## config.mk

```make
export PLATFORM = sky130hd
export DESIGN_NAME = pabm_mux
export DESIGN_NICKNAME = d
export VERILOG_FILES = /design/src/pabm_pkg.sv /design/src/pabm_mux.sv /design/src/pabm_sync.sv /design/src/pabm_axil.sv
export SDC_FILE = /design/constraint.sdc
export NUM_CORES = 1
export LEC_CHECK = 0
export BUFFER_PORTS_ARGS = -buffer_cell sky130_fd_sc_hd__buf_2
export CAP_MARGIN = 10
export CORE_ASPECT_RATIO = 1.1
export CORE_MARGIN = 3
export CORE_UTILIZATION = 45
export CTS_CLUSTER_DIAMETER = 200
export DETAILED_ROUTE_END_ITERATION = 8
export PLACE_DENSITY = 0.8
export SYNTH_ARGS = -nofsm -noshare
export SYNTH_HDL_FRONTEND = slang
export SYNTH_SLANG_ARGS = --single-unit
```

## constraint.sdc

```tcl
create_clock -name clk_sys_i -period 5 [get_ports clk_sys_i]
set_input_delay 1 -clock clk_sys_i [delete_from_list [all_inputs] [get_ports clk_sys_i]]
set_output_delay 1 -clock clk_sys_i [all_outputs]
set_load 0.02 [all_outputs]
```

## src/pabm_pkg.sv

```systemverilog
// Package of offsets, reset values and carrier types for the port alternate-function mux.
package pabm_pkg;
  localparam int ADDR_W = 8;
  localparam int PIN_W = 25;
  localparam logic [7:0] OFS_PA_AF = 8'h00;
  localparam logic [7:0] OFS_PB_AF = 8'h04;
  localparam logic [7:0] OFS_PB_SEL_LO = 8'h08;
  localparam logic [7:0] OFS_PB_SEL_HI = 8'h0c;
  localparam logic [7:0] OFS_PC_AF = 8'h10;
  localparam logic [7:0] OFS_PC_SEL_LO = 8'h14;
  localparam logic [7:0] OFS_PC_SEL_HI = 8'h18;
  localparam logic [7:0] OFS_PD_AF = 8'h1c;
  localparam logic [7:0] OFS_VARIANT = 8'h20;
  localparam logic [7:0] OFS_PIN_AB = 8'h24;
  localparam logic [7:0] OFS_PIN_CD = 8'h28;
  localparam logic [7:0] OFS_ROUTE = 8'h2c;
  localparam logic [7:0] RST_AF = 8'h00;
  localparam logic [7:0] RST_SEL = 8'h00;
  localparam logic RST_PD_AF = 1'b1;
  localparam logic [1:0] RESP_OKAY = 2'h0;
  localparam logic [1:0] RESP_SLVERR = 2'h2;
  localparam logic SERIAL_IDLE = 1'b1;
  typedef enum logic [1:0] {
    PKG_8PIN = 2'h0,
    PKG_20PIN = 2'h1,
    PKG_28PIN = 2'h2
  } pabm_variant_t;
  localparam pabm_variant_t RST_VARIANT = PKG_28PIN;
  typedef struct packed {
    logic [7:0] dout;
    logic [7:0] dir;
  } pabm_gpio_t;
  typedef struct packed {
    logic [7:0] out;
    logic [7:0] oe;
  } pabm_pad_t;
  typedef struct packed {
    logic timer0_input;
    logic timer1_input;
    logic uart0_clear_to_send;
    logic uart0_receive_line;
    logic ext_clock_in;
  } pabm_periph_in_t;
  typedef struct packed {
    logic timer0_output;
    logic timer1_output;
    logic uart0_driver_enable;
    logic uart0_transmit_line;
    logic comparator_out;
  } pabm_periph_out_t;
  typedef struct packed {
    logic [7:0] adc_sel;
    logic [2:0] low_power_amp;
    logic vref_pb5;
    logic vref_pc2;
  } pabm_analog_t;
  typedef struct packed {
    logic [ADDR_W-1:0] addr;
    logic [31:0] data;
    logic [3:0] strb;
  } pabm_wr_t;
endpackage

```

## src/pabm_mux.sv

```systemverilog
// Alternate-function pin multiplexer for ports A to D with its register file.
//
// Summary of operation
// - Larger packages take the external clock on port B bit 3 set to clock input.
// - Smallest package takes the external clock from port A bit 1 instead.
// - Port A has no set-select bits; its enable bit alone connects the function.
// - Port A bits 0 and 6 are timer input or inverted output by timer mode.
// - Port A bits 0,1,6,7 carry timer 0 and timer 1 pins when enabled, bit 1 on the larger packages only.
// - Port A bit 2 is UART driver enable, bit 3 clear-to-send input.
// - Port A bit 4 is UART receive, bit 5 UART transmit when enabled.
// - Port B chooses by the low set-select bit only; the high one is ignored.
// - Port B bits 0-2 with select 1 give ADC and amplifier inputs, bit 4 an ADC input only.
// - Port B bit 3 is clock input with select 0 on the larger packages, ADC input 3 with select 1.
// - Voltage reference goes to port B bit 5 on 28 pins, port C bit 2 on 20.
// - Port C chooses by the low set-select bit only; the high one is ignored.
// - Port D has one function, connected once its enable bit is set.
// - In alternate mode the function, not the direction register, drives the pin.
//
// The register addresses and the AXI4-Lite interface to the registers were chosen for this implementation.
`timescale 1ns/1ps
module pabm_mux import pabm_pkg::*; (
  input wire logic clk_sys_i,
  input wire logic rst_i,
  input wire logic s_axi_awvalid_i,
  output logic s_axi_awready_o,
  input wire logic [ADDR_W-1:0] s_axi_awaddr_i,
  input wire logic s_axi_wvalid_i,
  output logic s_axi_wready_o,
  input wire logic [31:0] s_axi_wdata_i,
  input wire logic [3:0] s_axi_wstrb_i,
  output logic s_axi_bvalid_o,
  input wire logic s_axi_bready_i,
  output logic [1:0] s_axi_bresp_o,
  input wire logic s_axi_arvalid_i,
  output logic s_axi_arready_o,
  input wire logic [ADDR_W-1:0] s_axi_araddr_i,
  output logic s_axi_rvalid_o,
  input wire logic s_axi_rready_i,
  output logic [31:0] s_axi_rdata_o,
  output logic [1:0] s_axi_rresp_o,
  input wire logic [7:0] pin_a_i,
  input wire logic [7:0] pin_b_i,
  input wire logic [7:0] pin_c_i,
  input wire logic port_d_bit0_i,
  output pabm_pad_t pad_a_o,
  output pabm_pad_t pad_b_o,
  output pabm_pad_t pad_c_o,
  output logic port_d_bit0_o,
  output logic port_d_bit0_oe_o,
  input wire pabm_gpio_t gpio_a_i,
  input wire pabm_gpio_t gpio_b_i,
  input wire pabm_gpio_t gpio_c_i,
  input wire logic gpio_d_dout_i,
  input wire logic gpio_d_dir_i,
  input wire logic timer0_in_mode_i,
  input wire logic timer1_in_mode_i,
  input wire pabm_periph_out_t periph_i,
  output pabm_periph_in_t periph_o,
  output pabm_analog_t analog_o,
  output logic ext_reset_req_o
);
  pabm_wr_t wr;
  logic wr_en;
  logic wr_err;
  logic [31:0] rd_data;
  logic rd_err;
  logic [PIN_W-1:0] pin_s;
  logic [7:0] pa_s;
  logic [7:0] pb_s;
  logic [7:0] pc_s;
  logic pd_s;
  logic [7:0] pa_af_reg;
  logic [7:0] pb_af_reg;
  logic [7:0] pb_sel_lo_reg;
  logic [7:0] pb_sel_hi_reg;
  logic [7:0] pc_af_reg;
  logic [7:0] pc_sel_lo_reg;
  logic [7:0] pc_sel_hi_reg;
  logic pd_af_reg;
  pabm_variant_t variant_reg;
  pabm_pad_t pad_a_reg;
  pabm_pad_t pad_a_next;
  pabm_pad_t pad_b_reg;
  pabm_pad_t pad_b_next;
  pabm_pad_t pad_c_reg;
  pabm_pad_t pad_c_next;
  logic pd_out_reg;
  logic pd_out_next;
  logic pd_oe_reg;
  logic pd_oe_next;
  pabm_periph_in_t periph_reg;
  pabm_periph_in_t periph_next;
  pabm_analog_t analog_reg;
  pabm_analog_t analog_next;
  logic ext_clk_route_reg;
  logic ext_clk_route_next;
  logic reset_req_reg;
  logic reset_req_next;

  function automatic logic reg_mapped(input logic [ADDR_W-1:0] a);
    logic hit;
    hit = 1'b0;
    if (a[1:0] == 2'h0 && a <= OFS_ROUTE) begin
      hit = 1'b1;
    end
    return hit;
  endfunction

  function automatic logic lane0_hit(input pabm_wr_t w, input logic en,
                                     input logic [ADDR_W-1:0] ofs);
    return en && w.strb[0] && w.addr == ofs;
  endfunction

  pabm_axil u_axil (
    .clk_sys_i(clk_sys_i),
    .rst_i(rst_i),
    .s_axi_awvalid_i(s_axi_awvalid_i),
    .s_axi_awready_o(s_axi_awready_o),
    .s_axi_awaddr_i(s_axi_awaddr_i),
    .s_axi_wvalid_i(s_axi_wvalid_i),
    .s_axi_wready_o(s_axi_wready_o),
    .s_axi_wdata_i(s_axi_wdata_i),
    .s_axi_wstrb_i(s_axi_wstrb_i),
    .s_axi_bvalid_o(s_axi_bvalid_o),
    .s_axi_bready_i(s_axi_bready_i),
    .s_axi_bresp_o(s_axi_bresp_o),
    .s_axi_arvalid_i(s_axi_arvalid_i),
    .s_axi_arready_o(s_axi_arready_o),
    .s_axi_araddr_i(s_axi_araddr_i),
    .s_axi_rvalid_o(s_axi_rvalid_o),
    .s_axi_rready_i(s_axi_rready_i),
    .s_axi_rdata_o(s_axi_rdata_o),
    .s_axi_rresp_o(s_axi_rresp_o),
    .wr_o(wr),
    .wr_en_o(wr_en),
    .wr_err_i(wr_err),
    .rd_data_i(rd_data),
    .rd_err_i(rd_err)
  );

  pabm_sync #(.W(PIN_W)) u_sync (
    .clk_sys_i(clk_sys_i),
    .rst_i(rst_i),
    .d_i({~port_d_bit0_i, pin_c_i, pin_b_i, pin_a_i}),
    .q_o(pin_s)
  );

  assign pa_s = pin_s[7:0];
  assign pb_s = pin_s[15:8];
  assign pc_s = pin_s[23:16];
  // The reset pin is synchronised inverted, so a cleared stage reads it released.
  assign pd_s = ~pin_s[24];
  assign wr_err = ~reg_mapped(wr.addr);
  assign rd_err = ~reg_mapped(s_axi_araddr_i);

  // Enable registers; PD0 comes out of reset in its alternate (reset pin) role.
  always_ff @(posedge clk_sys_i) begin
    if (rst_i) begin
      pa_af_reg <= RST_AF;
      pb_af_reg <= RST_AF;
      pc_af_reg <= RST_AF;
      pd_af_reg <= RST_PD_AF;
    end else begin
      if (lane0_hit(wr, wr_en, OFS_PA_AF)) begin
        pa_af_reg <= wr.data[7:0];
      end
      if (lane0_hit(wr, wr_en, OFS_PB_AF)) begin
        pb_af_reg <= wr.data[7:0];
      end
      if (lane0_hit(wr, wr_en, OFS_PC_AF)) begin
        pc_af_reg <= wr.data[7:0];
      end
      if (lane0_hit(wr, wr_en, OFS_PD_AF)) begin
        pd_af_reg <= wr.data[0];
      end
    end
  end

  // High select registers are stored for readback only and steer nothing.
  always_ff @(posedge clk_sys_i) begin
    if (rst_i) begin
      pb_sel_lo_reg <= RST_SEL;
      pb_sel_hi_reg <= RST_SEL;
      pc_sel_lo_reg <= RST_SEL;
      pc_sel_hi_reg <= RST_SEL;
    end else begin
      if (lane0_hit(wr, wr_en, OFS_PB_SEL_LO)) begin
        pb_sel_lo_reg <= wr.data[7:0];
      end
      if (lane0_hit(wr, wr_en, OFS_PB_SEL_HI)) begin
        pb_sel_hi_reg <= wr.data[7:0];
      end
      if (lane0_hit(wr, wr_en, OFS_PC_SEL_LO)) begin
        pc_sel_lo_reg <= wr.data[7:0];
      end
      if (lane0_hit(wr, wr_en, OFS_PC_SEL_HI)) begin
        pc_sel_hi_reg <= wr.data[7:0];
      end
    end
  end

  // The illegal package code is refused and the old value kept.
  always_ff @(posedge clk_sys_i) begin
    if (rst_i) begin
      variant_reg <= RST_VARIANT;
    end else if (lane0_hit(wr, wr_en, OFS_VARIANT) && wr.data[1:0] != 2'h3) begin
      variant_reg <= pabm_variant_t'(wr.data[1:0]);
    end
  end

  always_comb begin
    rd_data = '0;
    unique case (s_axi_araddr_i)
      OFS_PA_AF: rd_data[7:0] = pa_af_reg;
      OFS_PB_AF: rd_data[7:0] = pb_af_reg;
      OFS_PB_SEL_LO: rd_data[7:0] = pb_sel_lo_reg;
      OFS_PB_SEL_HI: rd_data[7:0] = pb_sel_hi_reg;
      OFS_PC_AF: rd_data[7:0] = pc_af_reg;
      OFS_PC_SEL_LO: rd_data[7:0] = pc_sel_lo_reg;
      OFS_PC_SEL_HI: rd_data[7:0] = pc_sel_hi_reg;
      OFS_PD_AF: rd_data[0] = pd_af_reg;
      OFS_VARIANT: rd_data[1:0] = variant_reg;
      OFS_PIN_AB: rd_data[15:0] = {pb_s, pa_s};
      OFS_PIN_CD: rd_data[8:0] = {pd_s, pc_s};
      OFS_ROUTE: rd_data[13:0] = {ext_clk_route_reg, analog_reg};
      default: rd_data = '0;
    endcase
  end

  // Pin routing; a pin left out of alternate mode follows its port registers.
  always_comb begin
    pad_a_next.out = gpio_a_i.dout;
    pad_a_next.oe = gpio_a_i.dir;
    pad_b_next.out = gpio_b_i.dout;
    pad_b_next.oe = gpio_b_i.dir;
    pad_c_next.out = gpio_c_i.dout;
    pad_c_next.oe = gpio_c_i.dir;
    pd_out_next = gpio_d_dout_i;
    pd_oe_next = gpio_d_dir_i;
    periph_next.timer0_input = 1'b0;
    periph_next.timer1_input = 1'b0;
    periph_next.uart0_clear_to_send = SERIAL_IDLE;
    periph_next.uart0_receive_line = SERIAL_IDLE;
    periph_next.ext_clock_in = 1'b0;
    analog_next = '0;
    ext_clk_route_next = 1'b0;
    reset_req_next = 1'b0;
    // Port A: the enable bit alone connects the function; for bit 1 the package picks which one.
    if (pa_af_reg[0]) begin
      if (timer0_in_mode_i) begin
        pad_a_next.oe[0] = 1'b0;
        periph_next.timer0_input = pa_s[0];
      end else begin
        pad_a_next.out[0] = ~periph_i.timer0_output;
        pad_a_next.oe[0] = 1'b1;
      end
    end
    if (pa_af_reg[1]) begin
      if (variant_reg == PKG_8PIN) begin
        pad_a_next.oe[1] = 1'b0;
        periph_next.ext_clock_in = pa_s[1];
        ext_clk_route_next = 1'b1;
      end else begin
        pad_a_next.out[1] = periph_i.timer0_output;
        pad_a_next.oe[1] = 1'b1;
      end
    end
    if (pa_af_reg[2]) begin
      pad_a_next.out[2] = periph_i.uart0_driver_enable;
      pad_a_next.oe[2] = 1'b1;
    end
    if (pa_af_reg[3]) begin
      pad_a_next.oe[3] = 1'b0;
      periph_next.uart0_clear_to_send = pa_s[3];
    end
    if (pa_af_reg[4]) begin
      pad_a_next.oe[4] = 1'b0;
      periph_next.uart0_receive_line = pa_s[4];
    end
    if (pa_af_reg[5]) begin
      pad_a_next.out[5] = periph_i.uart0_transmit_line;
      pad_a_next.oe[5] = 1'b1;
    end
    if (pa_af_reg[6]) begin
      if (timer1_in_mode_i) begin
        pad_a_next.oe[6] = 1'b0;
        periph_next.timer1_input = pa_s[6];
      end else begin
        pad_a_next.out[6] = ~periph_i.timer1_output;
        pad_a_next.oe[6] = 1'b1;
      end
    end
    if (pa_af_reg[7]) begin
      pad_a_next.out[7] = periph_i.timer1_output;
      pad_a_next.oe[7] = 1'b1;
    end
    // Port B: only the low select bit matters; reserved codes stay GPIO, except bit 3 on the 8-pin package, which is only made an input.
    for (int i = 0; i < 3; i++) begin
      if (pb_af_reg[i] && pb_sel_lo_reg[i]) begin
        pad_b_next.oe[i] = 1'b0;
        analog_next.adc_sel[i] = 1'b1;
        analog_next.low_power_amp[i] = 1'b1;
      end
    end
    if (pb_af_reg[3]) begin
      pad_b_next.oe[3] = 1'b0;
      if (pb_sel_lo_reg[3]) begin
        analog_next.adc_sel[3] = 1'b1;
      end else if (variant_reg != PKG_8PIN) begin
        periph_next.ext_clock_in = pb_s[3];
        ext_clk_route_next = 1'b1;
      end
    end
    if (pb_af_reg[4] && pb_sel_lo_reg[4]) begin
      pad_b_next.oe[4] = 1'b0;
      analog_next.adc_sel[7] = 1'b1;
    end
    if (pb_af_reg[5] && pb_sel_lo_reg[5] && variant_reg == PKG_28PIN) begin
      pad_b_next.oe[5] = 1'b0;
      analog_next.vref_pb5 = 1'b1;
    end
    // Bits 6 and 7 of port B are never taken over.
    // Port C: low select bit picks analog inputs or comparator output.
    for (int i = 0; i < 3; i++) begin
      if (pc_af_reg[i] && pc_sel_lo_reg[i]) begin
        pad_c_next.oe[i] = 1'b0;
        analog_next.adc_sel[4+i] = 1'b1;
      end
    end
    if (pc_af_reg[2] && pc_sel_lo_reg[2] && variant_reg == PKG_20PIN) begin
      analog_next.vref_pc2 = 1'b1;
    end
    if (pc_af_reg[3] && !pc_sel_lo_reg[3]) begin
      pad_c_next.out[3] = periph_i.comparator_out;
      pad_c_next.oe[3] = 1'b1;
    end
    // Port D: the single reset-pin role follows its enable bit directly.
    if (pd_af_reg) begin
      pd_out_next = 1'b0;
      pd_oe_next = 1'b0;
      reset_req_next = ~pd_s;
    end
  end

  always_ff @(posedge clk_sys_i) begin
    if (rst_i) begin
      pad_a_reg <= '0;
      pad_b_reg <= '0;
      pad_c_reg <= '0;
      pd_out_reg <= 1'b0;
      pd_oe_reg <= 1'b0;
    end else begin
      pad_a_reg <= pad_a_next;
      pad_b_reg <= pad_b_next;
      pad_c_reg <= pad_c_next;
      pd_out_reg <= pd_out_next;
      pd_oe_reg <= pd_oe_next;
    end
  end

  always_ff @(posedge clk_sys_i) begin
    if (rst_i) begin
      periph_reg <= '0;
      analog_reg <= '0;
      ext_clk_route_reg <= 1'b0;
      reset_req_reg <= 1'b0;
    end else begin
      periph_reg <= periph_next;
      analog_reg <= analog_next;
      ext_clk_route_reg <= ext_clk_route_next;
      reset_req_reg <= reset_req_next;
    end
  end

  assign pad_a_o = pad_a_reg;
  assign pad_b_o = pad_b_reg;
  assign pad_c_o = pad_c_reg;
  assign port_d_bit0_o = pd_out_reg;
  assign port_d_bit0_oe_o = pd_oe_reg;
  assign periph_o = periph_reg;
  assign analog_o = analog_reg;
  assign ext_reset_req_o = reset_req_reg;
endmodule

```

## src/pabm_sync.sv

```systemverilog
// Two-stage synchroniser for asynchronous pin levels.
`timescale 1ns/1ps
module pabm_sync import pabm_pkg::*; #(
  parameter int W = PIN_W
) (
  input wire logic clk_sys_i,
  input wire logic rst_i,
  input wire logic [W-1:0] d_i,
  output logic [W-1:0] q_o
);
  logic [W-1:0] meta_reg;
  logic [W-1:0] q_reg;

  always_ff @(posedge clk_sys_i) begin
    if (rst_i) begin
      meta_reg <= '0;
      q_reg <= '0;
    end else begin
      meta_reg <= d_i;
      q_reg <= meta_reg;
    end
  end

  assign q_o = q_reg;
endmodule

```

## src/pabm_axil.sv

```systemverilog
// AXI4-Lite slave front end that turns bus transfers into register strobes.
`timescale 1ns/1ps
module pabm_axil import pabm_pkg::*; (
  input wire logic clk_sys_i,
  input wire logic rst_i,
  input wire logic s_axi_awvalid_i,
  output logic s_axi_awready_o,
  input wire logic [ADDR_W-1:0] s_axi_awaddr_i,
  input wire logic s_axi_wvalid_i,
  output logic s_axi_wready_o,
  input wire logic [31:0] s_axi_wdata_i,
  input wire logic [3:0] s_axi_wstrb_i,
  output logic s_axi_bvalid_o,
  input wire logic s_axi_bready_i,
  output logic [1:0] s_axi_bresp_o,
  input wire logic s_axi_arvalid_i,
  output logic s_axi_arready_o,
  input wire logic [ADDR_W-1:0] s_axi_araddr_i,
  output logic s_axi_rvalid_o,
  input wire logic s_axi_rready_i,
  output logic [31:0] s_axi_rdata_o,
  output logic [1:0] s_axi_rresp_o,
  output pabm_wr_t wr_o,
  output logic wr_en_o,
  input wire logic wr_err_i,
  input wire logic [31:0] rd_data_i,
  input wire logic rd_err_i
);
  logic awready_reg;
  logic wready_reg;
  logic aw_have_reg;
  logic w_have_reg;
  logic bvalid_reg;
  logic [1:0] bresp_reg;
  logic arready_reg;
  logic rvalid_reg;
  logic [31:0] rdata_reg;
  logic [1:0] rresp_reg;
  pabm_wr_t wr_reg;

  // Address and data may arrive in either order; the write fires once both are held.
  assign wr_en_o = aw_have_reg & w_have_reg & ~bvalid_reg;

  always_ff @(posedge clk_sys_i) begin
    if (rst_i) begin
      awready_reg <= 1'b1;
      aw_have_reg <= 1'b0;
      wr_reg.addr <= '0;
    end else if (s_axi_awvalid_i && awready_reg) begin
      awready_reg <= 1'b0;
      aw_have_reg <= 1'b1;
      wr_reg.addr <= s_axi_awaddr_i;
    end else if (wr_en_o) begin
      aw_have_reg <= 1'b0;
    end else if (bvalid_reg && s_axi_bready_i) begin
      awready_reg <= 1'b1;
    end
  end

  always_ff @(posedge clk_sys_i) begin
    if (rst_i) begin
      wready_reg <= 1'b1;
      w_have_reg <= 1'b0;
      wr_reg.data <= '0;
      wr_reg.strb <= '0;
    end else if (s_axi_wvalid_i && wready_reg) begin
      wready_reg <= 1'b0;
      w_have_reg <= 1'b1;
      wr_reg.data <= s_axi_wdata_i;
      wr_reg.strb <= s_axi_wstrb_i;
    end else if (wr_en_o) begin
      w_have_reg <= 1'b0;
    end else if (bvalid_reg && s_axi_bready_i) begin
      wready_reg <= 1'b1;
    end
  end

  always_ff @(posedge clk_sys_i) begin
    if (rst_i) begin
      bvalid_reg <= 1'b0;
      bresp_reg <= RESP_OKAY;
    end else if (wr_en_o) begin
      bvalid_reg <= 1'b1;
      bresp_reg <= wr_err_i ? RESP_SLVERR : RESP_OKAY;
    end else if (s_axi_bready_i) begin
      bvalid_reg <= 1'b0;
    end
  end

  // Read data is captured in the cycle the address is taken.
  always_ff @(posedge clk_sys_i) begin
    if (rst_i) begin
      arready_reg <= 1'b1;
      rvalid_reg <= 1'b0;
      rdata_reg <= '0;
      rresp_reg <= RESP_OKAY;
    end else if (s_axi_arvalid_i && arready_reg) begin
      arready_reg <= 1'b0;
      rvalid_reg <= 1'b1;
      rdata_reg <= rd_data_i;
      rresp_reg <= rd_err_i ? RESP_SLVERR : RESP_OKAY;
    end else if (rvalid_reg && s_axi_rready_i) begin
      arready_reg <= 1'b1;
      rvalid_reg <= 1'b0;
    end
  end

  assign s_axi_awready_o = awready_reg;
  assign s_axi_wready_o = wready_reg;
  assign s_axi_bvalid_o = bvalid_reg;
  assign s_axi_bresp_o = bresp_reg;
  assign s_axi_arready_o = arready_reg;
  assign s_axi_rvalid_o = rvalid_reg;
  assign s_axi_rdata_o = rdata_reg;
  assign s_axi_rresp_o = rresp_reg;
  assign wr_o = wr_reg;
endmodule

```

Yosys cells after proc, flatten, opt, wreduce, memory -nomap -nowiden
Index checks and enable logic that the tools add are counted.
Operators by class
  add/sub/neg operators: 0
  $mul: 0
  div/mod/pow operators: 0
  order comparisons: 2
  eq/ne operators: 24
  shift-type cells: 0
  multiplexer cells: 65
  bitwise logic cells: 13
  reduce and logical (&&, ||, !) cells: 60
Operator list (count)
  8-bit by 5-bit == test with 1-bit output, second input constant: 8
  6-bit one-hot mux with 10 select lines: 1
  1-bit two-way mux: 57
  8-bit by 6-bit == test with 1-bit output, second input constant: 5
  8-bit by 4-bit == test with 1-bit output, second input constant: 4
  1-bit logical AND: 29
  2-bit OR reduction: 14
  8-bit by 3-bit == test with 1-bit output, second input constant: 2
  8-bit by 6-bit less-or-equal comparator with 1-bit output, second input constant: 2
  8-bit zero test: 2
  2-bit nonzero test: 7
  1-bit one-hot mux with 12 select lines: 1
  1-bit inverter: 11
  1-bit one-hot mux with 11 select lines: 1
  5-bit one-hot mux with 2 select lines: 1
  2-bit zero test: 3
  2-bit two-way mux: 3
  3-bit OR reduction: 2
  2-bit by 1-bit != test with 1-bit output, second input constant: 2
  2-bit AND reduction: 2
  1-bit one-hot mux with 3 select lines: 1
  1-bit bitwise AND: 2
  2-bit by 1-bit == test with 1-bit output, second input constant: 1
  2-bit == test, second input constant: 1
  other kinds (2): 2
Storage, ports and cells
  register bits: 223
  latch bits: 0
  bits in writable memories: 0
  memory bits (read-only): 0
  bits of input ports: 141
  output and inout port bits: 110
  logic and storage cells: 219
  memories kept: 0

Logic depth before layout (Yosys ltp)
Gate-level depths: netlist (run 1).
  depth after elaboration: 6
  mapped depth: 8
  mapped depth without buffers: 5

Hierarchy
A second synthesis (run 1) with hierarchy kept.
Second synthesis, totals
  cells, all modules: 995
  area, all modules: 9668.0 um^2
By module, submodules not included
  pabm_mux: instances 1, cells each 521, area an instance 5282.6 um^2, seq. area each 2522.4 um^2
  pabm_axil: instances 1, cells each 369, area an instance 3046.7 um^2, seq. area each 1701.6 um^2
  pabm_sync: instances 1, cells each 105, area an instance 1338.8 um^2, seq. area each 1001.0 um^2

Least setup slack after synthesis (run 1)
OpenSTA, ideal clock, no wires.
  path kind: in2reg
  start point: input port s_axi_araddr_i[4]
  end point: register u_axil.rdata_reg[2], in the netlist u_axil.s_axi_rdata_o[2]
  library setup time: 103 ps
  arrival: 2373 ps
  required time: 4897 ps
  slack: 2523 ps
  stages: 6
  buffers on the path: 1
  path through: buf_2 nor4b_1 nand4_1 o21ai_0 a211oi_1 a2111oi_2
Between the ends
  longest elaborated chain between the ends: 2
  elaborated cells between the ends (all ways): 11
  classes of those cells: eq/ne (9); mux (1); reduce/logical (1)
RTL lines
  from (decl): line pabm_mux.sv:36  | input wire logic [ADDR_W-1:0] s_axi_araddr_i,
  8-bit by 6-bit == test with 1-bit output, or another cell as far along: line pabm_mux.sv:213  | unique case (s_axi_araddr_i)
  6-bit one-hot mux with 10 select lines *: line pabm_mux.sv:213
  to (signal assigned): line pabm_axil.sv:100  | rdata_reg <= rd_data_i;
  to (decl): line pabm_axil.sv:37  | logic [31:0] rdata_reg;
Every way passes the cells marked *; elsewhere a longest branch is shown, timed or not.
A chain may end at the register's enable or synchronous reset.

Worst setup path in the final report (run 1)
  start point: input port s_axi_araddr_i[2]
  end point: register u_axil.rdata_reg[1], in the netlist u_axil.s_axi_rdata_o[1]
Between the ends
  longest elaborated chain between the ends: 2
  elaborated cells between the ends (all ways): 12
  classes of those cells: eq/ne (10); mux (1); reduce/logical (1)
RTL lines (line)
  8-bit by 6-bit == test with 1-bit output, or another cell as far along: pabm_mux.sv:213
  1-bit one-hot mux with 11 select lines *: pabm_mux.sv:213
Marked as above.

==> metrics.md, run 1 <==
| Metric | Value |
|---|---|
| Synth Flop Type | dfxtp_1 |
| Max Buffers Root-to-Sink | 3 |
| Gpl congestion | about 0.92 |
| Sw Share | 0.222 |
| Number of setup violations in the final report | 0 |
| Crit path buf inv count | 1 |
| Clock Tree Root | clkbuf_16 |
| WL per Instance | about 17 microns |
| Endpoints failing hold | 0 |
| Clk pwr share | 0.462 |
| Vias in the first global route | about 6,400 |
| Core area | 17,400 sq um |
| Final WL | roughly 21 mm |
| Syn Area/Cell | 9.38 sq um |
| Largest net degree at the start of global routing | 106 |
| EDFF count, synth | 0 |
| Layout cells sized above 1 | 0.259 |
| Layout Skew | around 0.015 ns |
| Final Instance Area | 9980 sq um |
| Worst-Margin Slew | 1.05 ns |
| Post-Synth Simple-Gate Area | 0.237 |
| Power Dens Cells | just under 400 nW/um^2 |
| Die W | between 100 and 150 microns |
| Num CTS Buffers | 23 |
| Sequential power share | 0.470 |
| Outcome | finished clean |
| Met1 Usage GRT | 0.270 |
| H-tree depth | 1 |
| Leak pwr | 4.27 nW |
| Synth-to-Final Area Change | 22.9% |
| Slew headroom | 0.288 |
| Cell family with most CP delay | simple AND/OR/NAND/NOR gates |
| Fmax | roughly 370 MHz |
| Startpoint types | input pin |
| Main combinational cell family by area after synthesis | simple AND/OR/NAND/NOR gates |
| CP required | ~5.4 ns |
| Total number of vias | 6,644 |
| Pins Over Slew Limit | 0 |
| Int Pwr | between 3 and 4 mW |
| GR Util met3 | 0.0353 |
| CP arrival | just over 3 ns |
| Detailed-route DRC error count | 0 |
| Worst IR Drop VDD | between 0.3 and 0.4 mV |
| Num rows | 50 |
| Synth cell types | 56 |
| Crit path cell chain | buf_2 > nor4b_2 > nand2_1 > o41ai_1 > a211oi_1 > a2111oi_0 |
| Syn. warnings | 0 |
| Unrepaired setup endpoints after global routing | false |
| Max_cap viols | 0 |
| Busiest layer in global routing | met2 |
| Hold path cells | 1 |
| Starting density of the core | 0.467 |
| Reg clk slew, reported paths | approximately 0.060 ns |
| Commonest non-fill, non-tap cell in the layout | dfxtp_1 |
| Cts repair resizes | 0 |
| Mux share of post-synthesis cell area | 0.0688 |
| Ranking of synthesized cells by area | dfxtp_1 54%, nor2b_1 6.2%, nand2_1 5.9% |
| Worst Hold Slack | 0.434 ns |
| XOR/XNOR share of the synthesized area | 0 |
| First-pass GRT wire length | approximately 33 mm |
| Synth top area share | 0.537 |
| Dpl hpwl | roughly 15 mm |
| GRT Total Usage | 0.208 |
| N_diodes | 0 |
| IO buf count | around 210 |
| I/O Pins | approximately 250 |
| Critical Path Max Stage Delay | 0.72 ns |
| Crit path time final | between 2 and 3 ns |
| Kind of critical path | input pin to flip-flop |
| M2 GR Usage | 0.352 |
| Final Cycle Share | 0.536 |
| Worst path depth | 6 |
| Fin nets | between 1,000 and 1,500 |
| Drt first pass iters | 5 |
| Synth async-reset ratio | 0 |
| Chip height | around 150 microns |
| Hold Path Class | flip-flop to flip-flop |
| Setup Buffers After CTS | 0 |
| Clock sink count | between 200 and 250 |
| Total gr overflow | 0 |
| R2r worst-path depth | 6 |
| TNS Setup | 0 ns |
| Post-synthesis sequential area ratio | 0.537 |
| DRT iter0 DRCs | slightly above 500 |
| CP endpoint kind | flip-flop |
| Syn Inst Count | between 800 and 900 |
| Util after Layout | 0.574 |
| Cell Area, Synth | between 8000 and 9000 sq um |
| Crit-path max FO | 32 |
| Crit-path slowest cell | nor4b_2 |
| Post-place instance area | just over 9000 sq um |
| Post-Synth Adder-Cell Area | 0 |
| P_sw | 860 uW |
| Worst-skew pair later-pin latency | 0.50 ns |
| Via density | approximately 5 |
| CTS tree | yes |
| Cell accounting for the most synthesized area | dfxtp_1 |
| Initial antenna violation count | 0 |
| Comb pwr share | 0.068 |
| Seq cells post-synth | 218 |
| Die area | between 15,000 and 20,000 sq um |
| Final ANT Viol Nets | 0 |
| Hold_buf cts | 0 |
| Commonest cells after routing, fill and taps aside | 218 x dfxtp_1, 204 x buf_2, 128 x nand2_1 |
| Complex-gate fraction of the synthesized area | 0.107 |
## cell usage after synthesis (2+ instances only)
| library cell | number |
|---|---|
| nand4_1 | 5 |
| nor2_1 | 70 |
| a211oi_1 | 5 |
| nor4b_1 | 3 |
| a22oi_1 | 10 |
| buf_1 | 2 |
| buf_2 | 9 |
| mux4_2 | 2 |
| nand3_1 | 22 |
| nand3b_1 | 3 |
| buf_4 | 21 |
| o21bai_1 | 4 |
| dfxtp_1 | 218 |
| and4b_1 | 3 |
| nand2b_1 | 10 |
| nor3_1 | 10 |
| mux2_2 | 11 |
| and2_1 | 3 |
| nor2b_1 | 81 |
| o211ai_1 | 3 |
| nand2_2 | 2 |
| and3_1 | 4 |
| or2_2 | 2 |
| mux2i_1 | 39 |
| and3b_1 | 7 |
| nand2_1 | 128 |
| a31oi_1 | 6 |
| a21oi_1 | 74 |
| nor3b_1 | 8 |
| a32oi_1 | 4 |
| o2bb2ai_1 | 4 |
| nor4_1 | 4 |
| a22o_1 | 10 |
| clkbuf_1 | 43 |
| inv_1 | 5 |
| a2bb2oi_1 | 3 |
| o21ai_0 | 8 |
| or3_1 | 2 |
## logic make-up after synthesis
family                 Yosys count
other                            1
AO/OA/AOI/OAI                  138
multiplexers                    52
buffers and inverters           81
flip-flops                     218
AND/OR/NAND/NOR                376
## power groups by stage
stage	registers (mW)	clock network (mW)	logic, mW
6_report	1.82	1.79	0.264
2_1_floorplan	1.88	0	0.151
3_5_place_dp	1.86	0	0.263
4_1_cts	1.82	1.82	0.265
3_3_place_gp	1.86	0	0.259
5_1_grt	1.83	1.90	0.288
## per-layer routing
layer	vias up	share of wire
met5	-	0
met4	0	0.033
met3	52	0.086
met2	300	0.47
met1	3040	0.42
li1	3252	-
## final timing paths
path | slack, ns | from | to
setup / recovery | 2.32 | s_axi_araddr_i[2] | u_axil.s_axi_rdata_o[1]
hold / removal | 0.43 | u_sync.meta_reg[6] | u_sync.q_o[6]
setup reg to reg | 2.54 | u_axil.wr_o[36] | pb_sel_hi_reg[1]
hold reg to reg | 0.43 | u_sync.meta_reg[6] | u_sync.q_o[6]
## metrics by stage
stage                     worst slack [ns]  total power [mW]  std cells
after detailed placement              1.82              2.13       1251
after global placement                1.79              2.12       1251
after global routing                  2.02              4.02       1290
final                                 2.32              3.88       1290
after floorplan                       2.52              2.03        883
after CTS                             2.36              3.91       1290
## area by class of cell
type | instances | area [sq um]
fill | 1559 | 7410
sequential | 218 | 4360
multi-input combinational | 584 | 3430
timing repair buffer | 210 | 1070
clock buffer | 26 | 607
tap | 234 | 293
clock inverter | 13 | 200
inverter | 5 | 18.8
Power figures use the tool's default switching activity.
==> run 2: changes to the inputs <==
- clock period: 5 -> 2.7 ns (I/O delays scaled with it)
==> run 2 against run 1 <==
Net effect: utilization increased by 0.30 points; die area unchanged; critical path depth decreased by 1; clock power increased by 77%; largest power group unchanged; sequential power increased by 86%; final cell count increased by 0.62%; worst hold slack got worse by 0.22 ns; first-iteration DRC count increased by 3.7%; combinational power increased by 90%; count of clock-buffer cells in the layout increased by 4; sequential cell count unchanged.
==> metrics.md, run 2 (same netlist as run 1, synthesis figures left out) <==
| Metric | Value |
|---|---|
| Outcome | finished clean |
| GRT Total Usage | 0.206 (-0.00108) |
| Final Cycle Share | 0.795 |
| First-pass GRT wire length | 33.0 mm (-0.64%) |
| N_diodes | 0 (unchanged) |
| Startpoint types | flip-flop |
| Initial antenna violation count | 0 (unchanged) |
| CP endpoint kind | flip-flop |
| Vias in the first global route | 6,216 (-3.3%) |
| H-tree depth | 1 (unchanged) |
| Final WL | 21.6 mm (+0.74%) |
| Clock sink count | 218 (unchanged) |
| Via density | 5.20 (+0.97%) |
| Kind of critical path | flip-flop to flip-flop |
| Worst-Margin Slew | 0.640 ns (-0.413 ns) |
| Core area | 17,400 sq um (unchanged) |
| WL per Instance | 16.6 microns (+0.12%) |
| Num CTS Buffers | 22 (-4.3%) |
| TNS Setup | 0 ns (unchanged) |
| Worst IR Drop VDD | 0.404 mV (+18%) |
| Largest net degree at the start of global routing | 150 (+42%) |
| Num rows | 50 (unchanged) |
| Endpoints failing hold | 0 (unchanged) |
| Layout Skew | 0.0171 ns (+0.00182 ns) |
| Detailed-route DRC error count | 0 (unchanged) |
| Total gr overflow | 0 (unchanged) |
| Max_cap viols | 0 (unchanged) |
| Commonest non-fill, non-tap cell in the layout | dfxtp_1 |
| Commonest cells after routing, fill and taps aside | 218 x dfxtp_1, 204 x buf_2, 128 x nand2_1 |
| Number of setup violations in the final report | 0 (unchanged) |
| Worst-skew pair later-pin latency | 0.50 ns (about the same) |
| Clock Tree Root | clkbuf_16 |
| Total number of vias | 6,750 (+1.6%) |
| DRT iter0 DRCs | 534 (+3.7%) |
| Final ANT Viol Nets | 0 (unchanged) |
| Starting density of the core | 0.467 (unchanged) |
| Crit-path max FO | 8 (-75%) |
| Leak pwr | 4.31 nW (+0.97%) |
| Pins Over Slew Limit | 0 (unchanged) |
| Setup WS post-layout | 0.555 ns (-1.76 ns) |
| Drt first pass iters | 7 (+2) |
| CTS tree | yes |
| Worst Setup Slack post-DPL | 0.369 ns (-1.45 ns) |
| I/O Pins | 251 (unchanged) |
| Util after Layout | 0.577 (+0.00302) |
| Dpl hpwl | 15.2 mm (-0.53%) |
| Power Dens Cells | 703 nW/um^2 (+81%) |
| Chip height | 147 microns (unchanged) |
| Unrepaired setup endpoints after global routing | false |
| Layout cells sized above 1 | 0.263 (+0.00464) |
| Slew headroom | 0.573 (+0.285) |
| CP required | 3.12 ns (-2.26 ns) |
| Crit path time final | between 2 and 2.5 ns |
| IO buf count | 205 (unchanged) |
| Max Buffers Root-to-Sink | 3 (unchanged) |
| Gpl congestion | 0.913 (-1.1%) |
| CP arrival | 2.57 ns (-0.49 ns) |
| Hold Path Class | input pin to flip-flop |
| Setup Buffers After CTS | 0 (unchanged) |
| Die W | 134 microns (unchanged) |
| Cts repair resizes | 0 (unchanged) |
| Synth-to-Final Area Change | 23.5% |
| Hold_buf cts | 0 (unchanged) |
| Die area | 19,700 sq um (unchanged) |
| Fmax | approximately 470 MHz |
| Fin nets | 1,191 (+0.68%) |
| Reg clk slew, reported paths | 0.06 ns (about the same) |
[run 2: changes by cell type in the layout (fill, tap and decap cells not counted)]
cell / previous run / this run
bufinv_16: 5 / 3
clkbuf_1: 1 / 2
clkinvlp_4: 1 / 0
clkinv_4: 1 / 0
buf_4: 5 / 12
clkbuf_8: 2 / 5
inv_6: 1 / 0
buf_12: 0 / 2
[run 2: where the power goes]
group          total [mW]  switching, mW  internal (mW)
Sequential           3.38         0.0590           3.32
Combinational       0.502          0.307          0.195
Clock                3.17           1.21           1.97
[run 2: area by class of cell]
class | count | area (sq um)
fill | 1598 | 7360
sequential | 218 | 4360
multi-input combinational | 584 | 3430
timing repair buffer | 219 | 1160
clock buffer | 30 | 652
tap | 234 | 293
clock inverter | 8 | 115
inverter | 5 | 18.8
[run 2: path summary, 6_finish.rpt]
path	start	to	slack, ns	cells past startpoint
setup / recovery	u_axil.wr_o[36]	pc_sel_lo_reg[4]	0.55	5
hold / removal	port_d_bit0_i	u_sync.meta_reg[24]	0.21	2
setup reg to reg	u_axil.wr_o[36]	pc_sel_lo_reg[4]	0.55	5
hold reg to reg	u_sync.meta_reg[3]	u_sync.q_o[3]	0.43	1
[run 2: worst max-delay path, cell delays in order, from the launching register on]
cell	delay, ns
dfxtp_1	0.31
or4_4	0.57
or3_4	0.43
nor3b_4	0.46
nand2_1	0.13
a21oi_1	0.18
[run 2: routing by layer]
layer	vias to the layer above	global-route usage	share of wire
met3	52	0.0411	0.088
met5	-	0	0
met4	0	0.0657	0.029
met1	3135	0.276	0.42
li1	3266	-	-
met2	297	0.338	0.46
[run 2: metrics by stage]
step / hold WS (ns) / area [sq um] / power (mW) / cells
global route: 0.207 / 10000 / 7.29 / 1298
global placement: 0.420 / 9270 / 3.94 / 1260
finish: 0.210 / 10000 / 7.05 / 1298
floorplan: 0.414 / 8190 / 3.76 / 883
detailed placement: 0.420 / 9270 / 3.95 / 1260
CTS: 0.203 / 10000 / 7.11 / 1298
==> run 3: changes to the inputs <==
- clock period: 2.7 -> 2.1 ns (I/O delays scaled with it)
==> run 3 against run 2 <==
Net effect: wire length up 1.7%; worst setup slack got worse by 0.43 ns; power increased by 26%; clock skew shrank 0.0065 ns; via count grew 1.6%; die area unchanged; combinational power up 33%.
==> metrics.md, run 3 (same netlist as run 1, synthesis figures left out) <==
| Metric | Value |
|---|---|
| Detailed-route DRC error count | 0 (unchanged) |
| Final WL | 22.0 mm (+1.7%) |
| I/O Pins | 251 (unchanged) |
| DRT iter0 DRCs | 523 (-2.1%) |
| Fin nets | 1,213 (+1.8%) |
| Final Cycle Share | 0.941 (+0.146) |
| Hold Path Class | input pin to flip-flop |
| Total gr overflow | 0 (unchanged) |
| Leak pwr | 4.42 nW (+2.7%) |
| Endpoints failing hold | 0 (unchanged) |
| Crit path time final | 1.98 ns (-0.170 ns) |
| Worst-Margin Slew | 0.652 ns (+0.0116 ns) |
| Drt first pass iters | 5 (-2) |
| Layout cells sized above 1 | 0.275 (+0.0122) |
| Post-place instance area | 9440 sq um (+1.9%) |
| M2 GR Usage | 0.356 (+0.0177) |
| Fill count | 1,571 (-1.7%) |
| First-pass GRT wire length | 34.0 mm (+3.0%) |
| Number of setup violations in the final report | 0 (unchanged) |
| Initial antenna violation count | 0 (unchanged) |
| Busiest layer in global routing | met2 |
| Cell family with most CP delay | simple AND/OR/NAND/NOR gates |
| Clock sink count | 218 (unchanged) |
| Outcome | finished clean |
| CP endpoint kind | flip-flop |
| CTS tree | yes |
| Reg2Reg Setup Slack | 0.12 ns (-0.43 ns) |
| CP arrival | 2.40 ns (-0.17 ns) |
| Post-route insts no fill | 1,321 (+1.8%) |
| Synth-to-Final Area Change | 25.4% |
| Num rows | 50 (unchanged) |
| Fmax | 506 MHz (+8.6%) |
| Unrepaired setup endpoints after global routing | true |
| Final Instance Area | 10,200 sq um (+1.6%) |
| H-tree depth | 1 (unchanged) |
| Setup WS post-layout | 0.125 ns (-0.430 ns) |
| Pwr Total | 8.89 mW (+26%) |
| Die W | 134 microns (unchanged) |
| IO buf count | 205 (unchanged) |
| Clk pwr share | 0.436 (-0.014) |
| Crit path buf inv count | 1 (+1) |
| Max Buffers Root-to-Sink | 3 (unchanged) |
| Sequential power share | 0.489 (+0.010) |
| Worst Setup Slack post-DPL | 0.0827 ns (-0.286 ns) |
| P_sw | 1.99 mW (+27%) |
| Crit-path slowest cell | or4_4 |
| Clock Tree Root | clkbuf_16 |
| Chip height | 147 microns (unchanged) |
| Comb pwr share | 0.075 (+0.004) |
| Total number of vias | 6,855 (+1.6%) |
| WL per Instance | 16.6 microns (about the same) |
| Met1 Usage GRT | 0.279 (+0.00335) |
| Dpl hpwl | 15.7 mm (+3.4%) |
| Commonest cells after routing, fill and taps aside | 218 x dfxtp_1, 204 x buf_2, 128 x nand2_1 |
| Commonest non-fill, non-tap cell in the layout | dfxtp_1 |
| Reg clk slew, reported paths | 0.07 ns (about the same) |
| Via density | 5.19 (-0.21%) |
| Kind of critical path | flip-flop to flip-flop |
| Int Pwr | 6.90 mW (+26%) |
| Slew headroom | 0.566 (-0.00776) |
| GR Util met3 | 0.0414 (+0.000342) |
| Layout Skew | 0.0107 ns (-0.00646 ns) |
| Worst-skew pair later-pin latency | 0.50 ns (about the same) |
| Power Dens Cells | 872 nW/um^2 (+24%) |
| TNS Setup | 0 ns (unchanged) |
| Crit path cell chain | or4_4 > or3_4 > nor3b_4 > buf_12 > nand2_1 > a21oi_1 |
| Core area | 17,400 sq um (unchanged) |
| Sw Share | 0.224 (+0.00111) |
| Starting density of the core | 0.467 (unchanged) |
| Num CTS Buffers | 22 (unchanged) |
| Crit-path max FO | 8 (unchanged) |
| Gpl congestion | 0.909 (-0.47%) |
| Critical Path Max Stage Delay | 0.57 ns (about the same) |
| Cells after DPL | 1,282 (+1.7%) |
| Die area | 19,700 sq um (unchanged) |
| Largest net degree at the start of global routing | 145 (-3.3%) |
| GRT Total Usage | 0.214 (+0.00718) |
| CP required | 2.52 ns (-0.60 ns) |
| Startpoint types | flip-flop |
| Worst IR Drop VDD | 0.621 mV (+54%) |
| Max_cap viols | 0 (unchanged) |
| Hold_buf cts | 0 (unchanged) |
| Final ANT Viol Nets | 0 (unchanged) |
| Pins Over Slew Limit | 0 (unchanged) |
| Vias in the first global route | 6,418 (+3.2%) |
[run 3: changes by cell type in the layout (fill, tap and decap cells not counted), sizes merged]
cell / before / now
buf: 219 / 241
bufinv: 3 / 1
clkbuf: 30 / 35
clkinv: 5 / 2
diode: 0 / 1
[run 3: through the flow]
stage | hold slack (ns) | utilization
after floorplan | 0.414 | -
after global placement | 0.416 | 0.543
after detailed placement | 0.421 | 0.543
after CTS | 0.0832 | 0.585
after global routing | 0.0855 | 0.586
final | 0.0947 | 0.586
[run 3: cell type report]
| cell class | instances | area, sq um | area share |
|---|---|---|---|
| Clock buffer | 35 | 691 | 0.0678 |
| Clock inverter | 3 | 40.0 | 0.00393 |
| Inverter | 5 | 18.8 | 0.00184 |
| Multi-Input combinational cell | 584 | 3440 | 0.337 |
| Tap cell | 234 | 293 | 0.0287 |
| Timing Repair Buffer | 241 | 1340 | 0.132 |
| Sequential cell | 218 | 4360 | 0.428 |
| Antenna cell | 1 | 2.50 | 0.000246 |
[run 3: timing repair]
item	4_1_cts	5_1_grt
hold endpoints to repair	0	0
endpoints found under the setup margin	0	35
gates resized for setup	0	3
setup buffers	0	0
[run 3: power groups by stage]
stage	sequential, mW	clock (mW)	combinational (mW)
detailed placement	4.43	0	0.666
global placement	4.43	0	0.656
global route	4.35	4.13	0.728
CTS	4.34	3.94	0.668
finish	4.34	3.88	0.668
floorplan	4.48	0	0.359
[run 3: final timing paths]
path / start / end / depth (start not counted)
setup / recovery: u_axil.wr_o[36] / pc_sel_lo_reg[5] / 6
hold / removal: port_d_bit0_i / u_sync.meta_reg[24] / 2
setup reg to reg: u_axil.wr_o[36] / pc_sel_lo_reg[5] / 6
hold reg to reg: u_sync.meta_reg[16] / u_sync.q_o[16] / 1
[run 3: layer usage]
layer  vias to the layer above  part of all wire  wire (microns)
met5                         -                 0               0
met4                         0             0.030             667
met3                        62             0.086            1900
met2                       335              0.48           10500
met1                      3144              0.41            8940
li1                       3314                 -               -
